[config.mk]
export PLATFORM = sky130hd
export DESIGN_NAME = rca_top
export DESIGN_NICKNAME = d
export VERILOG_FILES = /design/src/hdl/rca_pkg.sv /design/src/hdl/rca_wd_if.sv /design/src/hdl/rca_wdog.sv /design/src/hdl/rca_top.sv
export VERILOG_INCLUDE_DIRS = /design/src /design/src/hdl
export SDC_FILE = /design/constraint.sdc
export NUM_CORES = 1
export LEC_CHECK = 0
export ABC_AREA = 1
export BUFFER_PORTS_ARGS = -buffer_cell sky130_fd_sc_hd__clkbuf_2
export CAP_MARGIN = 25
export CORE_MARGIN = 3
export CORE_UTILIZATION = 45
export DETAILED_ROUTE_END_ITERATION = 16
export PLACE_DENSITY = 0.74
export REMOVE_ABC_BUFFERS = 1
export SYNTH_ARGS = -nofsm -noshare
export SYNTH_HDL_FRONTEND = slang
export SYNTH_SLANG_ARGS = --single-unit
[constraint.sdc]
create_clock -name clk -period 6.5 [get_ports clk]
set_input_delay 1.3 -clock clk [delete_from_list [all_inputs] [get_ports clk]]
set_output_delay 1.3 -clock clk [all_outputs]
set_load 0.1 [all_outputs]
[src/hdl/rca_cfg.svh]
`ifndef RCA_CFG_SVH
`define RCA_CFG_SVH
// Function
// - At most one source, the analog port or one digital interface, owns remote control.
// - A digital remote request during analog remote control is refused with an error.
// - The analog request pin going active while a digital owner exists is ignored.
// - Status and value reads are served from every interface whatever the owner.
// - Without owner or lock the device is manual and both kinds may request control.
// - Clearing the remote permit enters local lock, where every remote request is refused.
// - Local lock ends a digital session at once and it stays ended until a new request.
// - Local lock only suspends analog control, which resumes if the pin is still active.
// - The watchdog watches only the owning digital interface and idles otherwise.
// - Each message from the owner restarts the watchdog; the host must send in time.
// - Watchdog expiry releases remote control back to manual.
// - On expiry with the output on, the state-after-remote setting decides output off.
// - A new timeout takes effect only once the running period has ended.
// - The watchdog is independent of the network connection timeout.

`define RCA_ADDR_W 8
`define RCA_OFF_CTRL 8'h00
`define RCA_OFF_WDTO 8'h04
`define RCA_OFF_STAT 8'h08
`define RCA_OFF_ISTAT 8'h0c
`define RCA_OFF_IMASK 8'h10

`define RCA_CTRL_ALLOW 0
`define RCA_CTRL_SAROFF 1
`define RCA_ALLOW_RST 1'h1
`define RCA_SAROFF_RST 1'h1

`define RCA_WDTO_W 16
`define RCA_WDTO_RST 16'h0000

`define RCA_STAT_OWN_LSB 0
`define RCA_STAT_IDX_LSB 4
`define RCA_STAT_PIN 8
`define RCA_STAT_WDRUN 9

`define RCA_IRQ_W 4
`define RCA_IRQ_WDEXP 0
`define RCA_IRQ_REFUSE 1
`define RCA_IRQ_LOCK 2
`define RCA_IRQ_OWNCHG 3
`define RCA_IMASK_RST 4'h0

`define RCA_SYNC_RST 2'h3

`define RCA_CLK_NS 8
`define RCA_WD_UNIT_NS 1000000
`define RCA_WD_TICK_CYC (`RCA_WD_UNIT_NS / `RCA_CLK_NS)

`endif

[src/hdl/rca_pkg.sv]
package rca_pkg;

	typedef enum logic [1:0] {
		RCA_MANUAL,
		RCA_ANALOG,
		RCA_DIGITAL,
		RCA_LOCAL
	} rca_owner_t;

endpackage : rca_pkg

[src/hdl/rca_wd_if.sv]
`timescale 1ns/1ns
`include "rca_cfg.svh"

interface rca_wd_if;
	logic run;
	logic kick;
	logic [`RCA_WDTO_W-1:0] to_val;
	logic expired;

	modport ctl (
		output run,
		output kick,
		output to_val,
		input expired
	);

	modport tmr (
		input run,
		input kick,
		input to_val,
		output expired
	);
endinterface : rca_wd_if

[src/hdl/rca_wdog.sv]
`timescale 1ns/1ns
`include "rca_cfg.svh"

module rca_wdog #(
	parameter int TICK_CYC = `RCA_WD_TICK_CYC
) (
	input wire logic clk,
	input wire logic rst,
	rca_wd_if.tmr wd
);
	localparam int PW = (TICK_CYC > 1) ? $clog2(TICK_CYC) : 1;

	initial begin
		if (TICK_CYC < 1) begin
			$error("rca_wdog: TICK_CYC must be at least one");
		end
	end

	typedef struct packed {
		logic [PW-1:0] pre;
		logic [`RCA_WDTO_W-1:0] ms;
		logic [`RCA_WDTO_W-1:0] cur;
		logic expired;
	} rca_wd_st_t;

	rca_wd_st_t s_q;
	rca_wd_st_t s_d;

	always_comb begin
		s_d = s_q;
		s_d.expired = 1'b0;
		// Only the network connection timer lives elsewhere; nothing here
		// looks at it, so both may run and expire on their own.
		if (!wd.run) begin
			s_d.pre = '0;
			s_d.ms = '0;
			s_d.cur = wd.to_val;
		end else if (wd.kick) begin
			s_d.pre = '0;
			s_d.ms = '0;
			s_d.cur = wd.to_val;
		end else if (s_q.cur != '0) begin
			if (s_q.pre == PW'(TICK_CYC - 1)) begin
				s_d.pre = '0;
				if (s_q.ms == s_q.cur - 1'b1) begin
					s_d.expired = 1'b1;
					s_d.ms = '0;
					s_d.cur = wd.to_val;
				end else begin
					s_d.ms = s_q.ms + 1'b1;
				end
			end else begin
				s_d.pre = s_q.pre + 1'b1;
			end
		end
	end

	always_ff @(posedge clk) begin
		if (rst) begin
			s_q <= '0;
		end else begin
			s_q <= s_d;
		end
	end

	assign wd.expired = s_q.expired;

endmodule : rca_wdog

[src/hdl/rca_top.sv]
// The implementer's own choices: strobed register access and the register offsets.
`timescale 1ns/1ns
`include "rca_cfg.svh"

module rca_top
	import rca_pkg::*;
#(
	parameter int NIF = 4,
	parameter int TICK_CYC = `RCA_WD_TICK_CYC
) (
	input wire logic clk,
	input wire logic rst,
	input wire logic [`RCA_ADDR_W-1:0] addr,
	input wire logic [31:0] wdata,
	input wire logic wr,
	input wire logic rd,
	output logic [31:0] rdata,
	input wire logic ana_remote_n,
	input wire logic [NIF-1:0] dig_req,
	input wire logic [NIF-1:0] dig_rel,
	input wire logic [NIF-1:0] dig_ctrl,
	input wire logic [NIF-1:0] dig_msg,
	input wire logic dc_on,
	output logic [NIF-1:0] dig_ok,
	output logic [NIF-1:0] dig_err,
	output logic dc_off,
	output logic ana_ctl,
	output logic [1:0] owner,
	output logic [2:0] owner_idx,
	output logic irq
);
	// The owner index is three bits wide, so eight interfaces at most.
	initial begin
		if (NIF < 1 || NIF > 8) begin
			$error("rca_top: NIF must lie between 1 and 8");
		end
		if (TICK_CYC < 1) begin
			$error("rca_top: TICK_CYC must be at least one");
		end
	end

	// Synchroniser, owner, settings and the one-cycle answers are one
	// record, so that they always move on the same edge.
	typedef struct packed {
		logic [1:0] pin;
		rca_owner_t own;
		logic [2:0] idx;
		logic allow;
		logic sar_off;
		logic [`RCA_WDTO_W-1:0] wdto;
		logic [`RCA_IRQ_W-1:0] ist;
		logic [`RCA_IRQ_W-1:0] imask;
		logic [31:0] rdata;
		logic [NIF-1:0] ok;
		logic [NIF-1:0] err;
		logic dc_off;
		logic ana_ctl;
		logic irq;
	} rca_top_st_t;

	rca_top_st_t s_q;
	rca_top_st_t s_d;

	// The timer is a block of its own, so that its prescaler can be made
	// short for simulation without touching the arbitration.
	rca_wd_if wd_if ();

	rca_wdog #(
		.TICK_CYC(TICK_CYC)
	) u_wdog (
		.clk(clk),
		.rst(rst),
		.wd(wd_if)
	);

	// Lowest requesting interface wins when several ask in the same cycle.
	function automatic logic [2:0] first_set(input logic [NIF-1:0] v);
		logic [2:0] r;
		r = '0;
		for (int i = NIF - 1; i >= 0; i--) begin
			if (v[i]) begin
				r = 3'(i);
			end
		end
		return r;
	endfunction : first_set

	// The index field reads zero unless a digital owner exists, so that
	// software never acts on the index of an ended session.
	function automatic logic [31:0] status_word(input rca_top_st_t s,
		input logic pin_req, input logic wd_run);
		logic [31:0] r;
		r = '0;
		r[`RCA_STAT_OWN_LSB +: 2] = s.own;
		r[`RCA_STAT_IDX_LSB +: 3] = (s.own == RCA_DIGITAL) ? s.idx : 3'h0;
		r[`RCA_STAT_PIN] = pin_req;
		r[`RCA_STAT_WDRUN] = wd_run;
		return r;
	endfunction : status_word

	// True while interface i holds the digital session in state s; used
	// for kicks, releases and every accept or refuse decision.
	function automatic logic owns(input rca_top_st_t s, input int i);
		return (s.own == RCA_DIGITAL) && (s.idx == 3'(i));
	endfunction : owns

	logic ana_req;
	logic lock;
	logic grant;
	logic [2:0] gidx;
	logic kick;
	logic [`RCA_IRQ_W-1:0] ev;

	// Only the second synchroniser stage is read; the pin is active low
	// and the reset value of the chain reads as manual.
	assign ana_req = ~s_q.pin[1];
	assign lock = ~s_q.allow;
	assign gidx = first_set(dig_req);
	// A digital request can win only from plain manual with the pin idle.
	assign grant = (s_q.own == RCA_MANUAL) && !lock && !ana_req
		&& (|dig_req);

	always_comb begin
		kick = 1'b0;
		for (int i = 0; i < NIF; i++) begin
			if (owns(s_q, i) && dig_msg[i]) begin
				kick = 1'b1;
			end
		end
	end

	// Run follows ownership alone: the status bit shows a supervised
	// session even while a zero timeout keeps the timer from counting.
	assign wd_if.run = (s_q.own == RCA_DIGITAL);
	assign wd_if.kick = kick;
	assign wd_if.to_val = s_q.wdto;

	always_comb begin
		s_d = s_q;
		ev = '0;
		s_d.pin = {s_q.pin[0], ana_remote_n};
		s_d.ok = '0;
		s_d.err = '0;
		s_d.dc_off = 1'b0;

		case (s_q.own)
			RCA_MANUAL: begin
				// Analog wins a tie with a digital request: the pin is a
				// wire that cannot be told it lost, the host gets an error.
				if (lock) begin
					s_d.own = RCA_LOCAL;
				end else if (ana_req) begin
					s_d.own = RCA_ANALOG;
				end else if (grant) begin
					s_d.own = RCA_DIGITAL;
					s_d.idx = gidx;
				end
			end
			RCA_ANALOG: begin
				if (lock) begin
					s_d.own = RCA_LOCAL;
				end else if (!ana_req) begin
					s_d.own = RCA_MANUAL;
				end
			end
			RCA_DIGITAL: begin
				if (lock) begin
					s_d.own = RCA_LOCAL;
				end else if (wd_if.expired) begin
					s_d.own = RCA_MANUAL;
					s_d.dc_off = s_q.sar_off & dc_on;
					ev[`RCA_IRQ_WDEXP] = 1'b1;
				end else begin
					// The pin is not looked at here, so a digital owner
					// keeps control whatever the analog side does.
					for (int i = 0; i < NIF; i++) begin
						if (owns(s_q, i) && dig_rel[i]) begin
							s_d.own = RCA_MANUAL;
						end
					end
				end
			end
			RCA_LOCAL: begin
				if (!lock) begin
					// Analog resumes by pin level; a digital owner must
					// request afresh.
					s_d.own = ana_req ? RCA_ANALOG : RCA_MANUAL;
				end
			end
			default: begin
				s_d.own = RCA_MANUAL;
			end
		endcase

		for (int i = 0; i < NIF; i++) begin
			// Requests and control actions are arbitrated; plain reads and
			// other messages never reach this path.
			if (dig_req[i]) begin
				// Accepted only if the interface owns the session after
				// this cycle, so an answer never contradicts an expiry, a
				// release or a lock in the same cycle.
				if (owns(s_d, i)) begin
					s_d.ok[i] = 1'b1;
				end else begin
					s_d.err[i] = 1'b1;
				end
			end
			if (dig_ctrl[i]) begin
				if (owns(s_q, i) && owns(s_d, i)) begin
					s_d.ok[i] = 1'b1;
				end else begin
					s_d.err[i] = 1'b1;
				end
			end
		end

		ev[`RCA_IRQ_REFUSE] = |s_d.err;
		// Lock entry is reported once, in the cycle that leaves the owner.
		ev[`RCA_IRQ_LOCK] = lock && (s_q.own != RCA_LOCAL);
		ev[`RCA_IRQ_OWNCHG] = (s_d.own != s_q.own);

		if (wr) begin
			case (addr)
				`RCA_OFF_CTRL: begin
					// A cleared permit acts through the lock term from the
					// next cycle on, so the owner logic sees it one cycle after the write.
					s_d.allow = wdata[`RCA_CTRL_ALLOW];
					s_d.sar_off = wdata[`RCA_CTRL_SAROFF];
				end
				`RCA_OFF_WDTO: begin
					// The timer samples this only while idle or at a period boundary, so
					// the register itself acts as the pending value.
					s_d.wdto = wdata[`RCA_WDTO_W-1:0];
				end
				`RCA_OFF_IMASK: begin
					s_d.imask = wdata[`RCA_IRQ_W-1:0];
				end
				default: begin
				end
			endcase
		end

		// Read data stands for one cycle only; between reads the port
		// shows zero, so a late sample cannot pick up a stale word.
		s_d.rdata = '0;
		if (rd) begin
			case (addr)
				`RCA_OFF_CTRL: begin
					s_d.rdata[`RCA_CTRL_ALLOW] = s_q.allow;
					s_d.rdata[`RCA_CTRL_SAROFF] = s_q.sar_off;
				end
				`RCA_OFF_WDTO: begin
					s_d.rdata[`RCA_WDTO_W-1:0] = s_q.wdto;
				end
				`RCA_OFF_STAT: begin
					s_d.rdata = status_word(s_q, ana_req, wd_if.run);
				end
				`RCA_OFF_ISTAT: begin
					s_d.rdata[`RCA_IRQ_W-1:0] = s_q.ist;
				end
				`RCA_OFF_IMASK: begin
					s_d.rdata[`RCA_IRQ_W-1:0] = s_q.imask;
				end
				default: begin
				end
			endcase
		end

		// A new event in the clearing cycle survives the read-clear.
		if (rd && addr == `RCA_OFF_ISTAT) begin
			s_d.ist = ev;
		end else begin
			s_d.ist = s_q.ist | ev;
		end

		s_d.ana_ctl = (s_d.own == RCA_ANALOG);
		s_d.irq = |(s_d.ist & s_d.imask);
	end

	always_ff @(posedge clk) begin
		if (rst) begin
			s_q <= '0;
			// The chain resets to the idle high level, so leaving reset
			// never looks like an analog request.
			s_q.pin <= `RCA_SYNC_RST;
			s_q.own <= RCA_MANUAL;
			s_q.allow <= `RCA_ALLOW_RST;
			s_q.sar_off <= `RCA_SAROFF_RST;
			s_q.wdto <= `RCA_WDTO_RST;
			s_q.imask <= `RCA_IMASK_RST;
		end else begin
			s_q <= s_d;
		end
	end

	assign rdata = s_q.rdata;
	assign dig_ok = s_q.ok;
	assign dig_err = s_q.err;
	assign dc_off = s_q.dc_off;
	assign ana_ctl = s_q.ana_ctl;
	assign owner = s_q.own;
	assign owner_idx = s_q.idx;
	assign irq = s_q.irq;

endmodule : rca_top

==> results.md <==
* Setup_tns at 0 ns
* # rows at between 40 and 50
* Antenna diodes at 0
* Async SR Flop Fraction at 0%
* P_leak at about 3.1 nW
* Initial antenna violation count at 0
* FF-to-FF path depth at 13
* Synth warn at 0
* Peak VDD IR at 0.178 mV
* Final RePlAce weighted congestion at around 0.88
* Die Footprint at 15,200 um^2
* Hold WC Path Type: flop to flop
* CORE AREA at 13,300 um^2
* Clock slew at reported path FFs at approximately 0.070 ns
* Final period utilization at a little over half
* TritonCTS Buffers at 9
* # port buffers at between 70 and 80
* Total power at 1.73 mW
* Final min period at about 3.5 ns
* DR WL/cell at 12.9 um
* # resized after CTS at 0
* Worst setup path category: primary input to flop
* Yosys cell types at between 40 and 50
* Req. time, crit path at 6.75 ns
* Starting Density at between 40% and 50%
* Total GRT Usage at about a fifth
* Final Cell Area at 6760 um^2
* Placed Area at about 6400 um^2
* TritonCTS clock tree: built
* Clk buf depth at 2
* Achievable frequency at approximately 280 MHz
* Nets at 1,047
* Slew HR at 44.8%
* Antenna Nets Post-Route at 0
* Synth Register Bits at 110
* Seq/Total Area, Yosys at between 30% and 40%
* Power per Cell Area at roughly 260 nW/um^2
* Vias in the first global route at approximately 5,300
* Die H at roughly 120 um
* Setup Skew at just over 0.009 ns
* Final HPWL DP at 11,300 um
* Worst-Margin Slew at slightly above 0.8 ns
* First-pass GRT wire length at around 25,000 um
* Hold_buf cts at 0
* Crit end category: flop
* Post-Route WL at around 15,000 um
* H-tree depth at 3
* Setup slack at placement at 2.62 ns
* Vias per cell at 5.09
* Main synth FF type: dfxtp_1
* Final slew viol count at 0
* Clock sink count at between 100 and 150
* CP cell instances: clkbuf_2, or2_1, nor3_1, inv_1, nor2_4, inv_2, nor2_2, inv_1, nor2_1, nor2_1
* Startpoint types: primary input
* CTS Root Cell: clkbuf_16
* Die Width at roughly 120 um
* FF+latch area at approximately 2200 um^2
* Status: completed
* Placed Instances at roughly 1,100
* Largest net degree at the start of global routing at 38
* WP buf/inv at 4
* Number of synthesized flops with an enable pin at 0
* Synthesized area at 6190 um^2
* Post-CTS setup buffers at 0
* Crit-path max FO at 18
* Final setup margin at slightly below 3 ns
* Area growth, synth to finish at 9.17%
* Worst skew pair latency at 0.36 ns
* Share of layout cells above drive strength 1 at roughly an eighth
* DR iter-0 viols at between 400 and 500
* Endpoints failing hold at 0
* Crit path max-delay family: simple AND/OR/NAND/NOR gates
* Drt pass-1 iters at 6
* CP Depth at 10
* Min-Delay Path Depth at 1
* Max incr delay on CP at ~0.55 ns
* Io pins at 110
* RSZ-0062 raised after global routing: false
* Syn Inst Count at roughly 940
* Crit path DAT at about 3.8 ns
* Syn_area_per_cell at roughly 6.6 um^2
* Critical-path top delay cell: nor2_2
* Max Cap Viol at 0
* Post-route insts no fill at 1,162
* Residual DRC count at 0
* Via count at about 5,900
* Multi-input gate area at 3170 um^2
* GRT Residual Overflow at 0
* Fill cells at approximately 1,400
* Final setup fails at 0
-- through the flow --
stage               util [%]  hold slack, ns
floorplan                  -           0.389
global placement        48.2           0.396
detailed placement      48.2           0.395
finish                  50.7           0.412
CTS                     50.7           0.414
global route            50.7           0.432
-- synth_stat cells, types with 2 or more instances --
library cell	n	area, um^2
a2111oi_0	2	17.5
a211oi_1	5	37.5
a21oi_1	47	235
a221oi_1	2	17.5
a31oi_1	2	12.5
and2_1	2	12.5
and3b_1	2	17.5
buf_2	6	30.0
buf_4	46	345
clkbuf_1	12	45.0
dfxtp_1	110	2200
ha_1	4	50.1
inv_1	111	417
inv_2	6	22.5
nand2_1	193	724
nand3_1	92	460
nand3_2	2	20.0
nand3b_1	2	15.0
nand4_1	24	150
nor2_1	155	582
nor2_2	9	56.3
nor2_4	2	22.5
nor3_1	29	145
nor4_1	8	50.1
o21a_1	2	15.0
o21ai_0	24	120
o21bai_1	2	15.0
or2_2	3	18.8
xnor2_1	9	78.8
xor2_1	15	131
-- metal layers --
layer | wire length [um] | track usage, % | part of all wire [%]
met5 | 0 | 0 | 0
met4 | 340 | 8.03 | 2.3
met3 | 874 | 3.25 | 5.8
met2 | 6790 | 32.6 | 45
met1 | 7030 | 28.3 | 47
-- layout make-up --
cell class | count | area share [%]
inverter | 117 | 6.50
tap | 176 | 3.26
multi-input combinational | 664 | 46.9
timing repair buffer | 79 | 5.92
clock buffer | 9 | 3.33
clock inverter | 7 | 1.52
sequential | 110 | 32.6
-- final timing paths --
check,from,endpoint,slack (ns)
worst max-delay path,addr[1],wd_if.to_val[12],2.96
worst min-delay path,s_d[75],s_q[75],0.41
worst max register to register,owner[1],u_wdog.s_q[43],3.33
worst min register to register,s_d[75],s_q[75],0.41
-- sequential cells by signal (all words and copies together) (netlist names) --
signal,count
owner,2
u_wdog.s_q,49
dig_ok,4
irq,1
rdata,16
dc_off,1
owner_idx,3
wd_if.to_val,16
dig_err,4
u_wdog.wd.expired,1
s_d,1
ana_ctl,1
s_q,11
-- where the power goes --
group	internal [mW]	total, mW	switching (mW)	leakage, nW
registers	0.691	0.708	0.0169	0.892
logic	0.110	0.403	0.293	2.04
clock network	0.344	0.615	0.272	0.162
total	1.14	1.73	0.581	3.09
-- cell usage in the layout (no fill, tap or decap), types with 3 or more instances in the layout --
cell and n:
clkbuf_2 77, conb_1 16, ha_1 4, o21ai_0 24, inv_1 111, xnor2_1 9
clkbuf_16 9, dfxtp_1 110, a21oi_1 47, nand2_1 193, nand4_1 24, nor2_1 155
nand3_1 92, nor3_1 29, or2_2 3, nor2_2 9, xor2_1 15, nor4_1 8
inv_2 6, a211oi_1 5
-- cells by family after synthesis --
family | after synthesis | synth area share (%)
AOI/OAI and AO/OA | 89 | 7.92
adders and majority gates | 4 | 0.808
buffers and inverters | 183 | 14.1
and+or+nand+nor | 530 | 37.9
other | 1 | 0.0605
DFF | 110 | 35.6
xor gates and xnor gates | 25 | 3.66
Power figures use the tool's default switching activity.
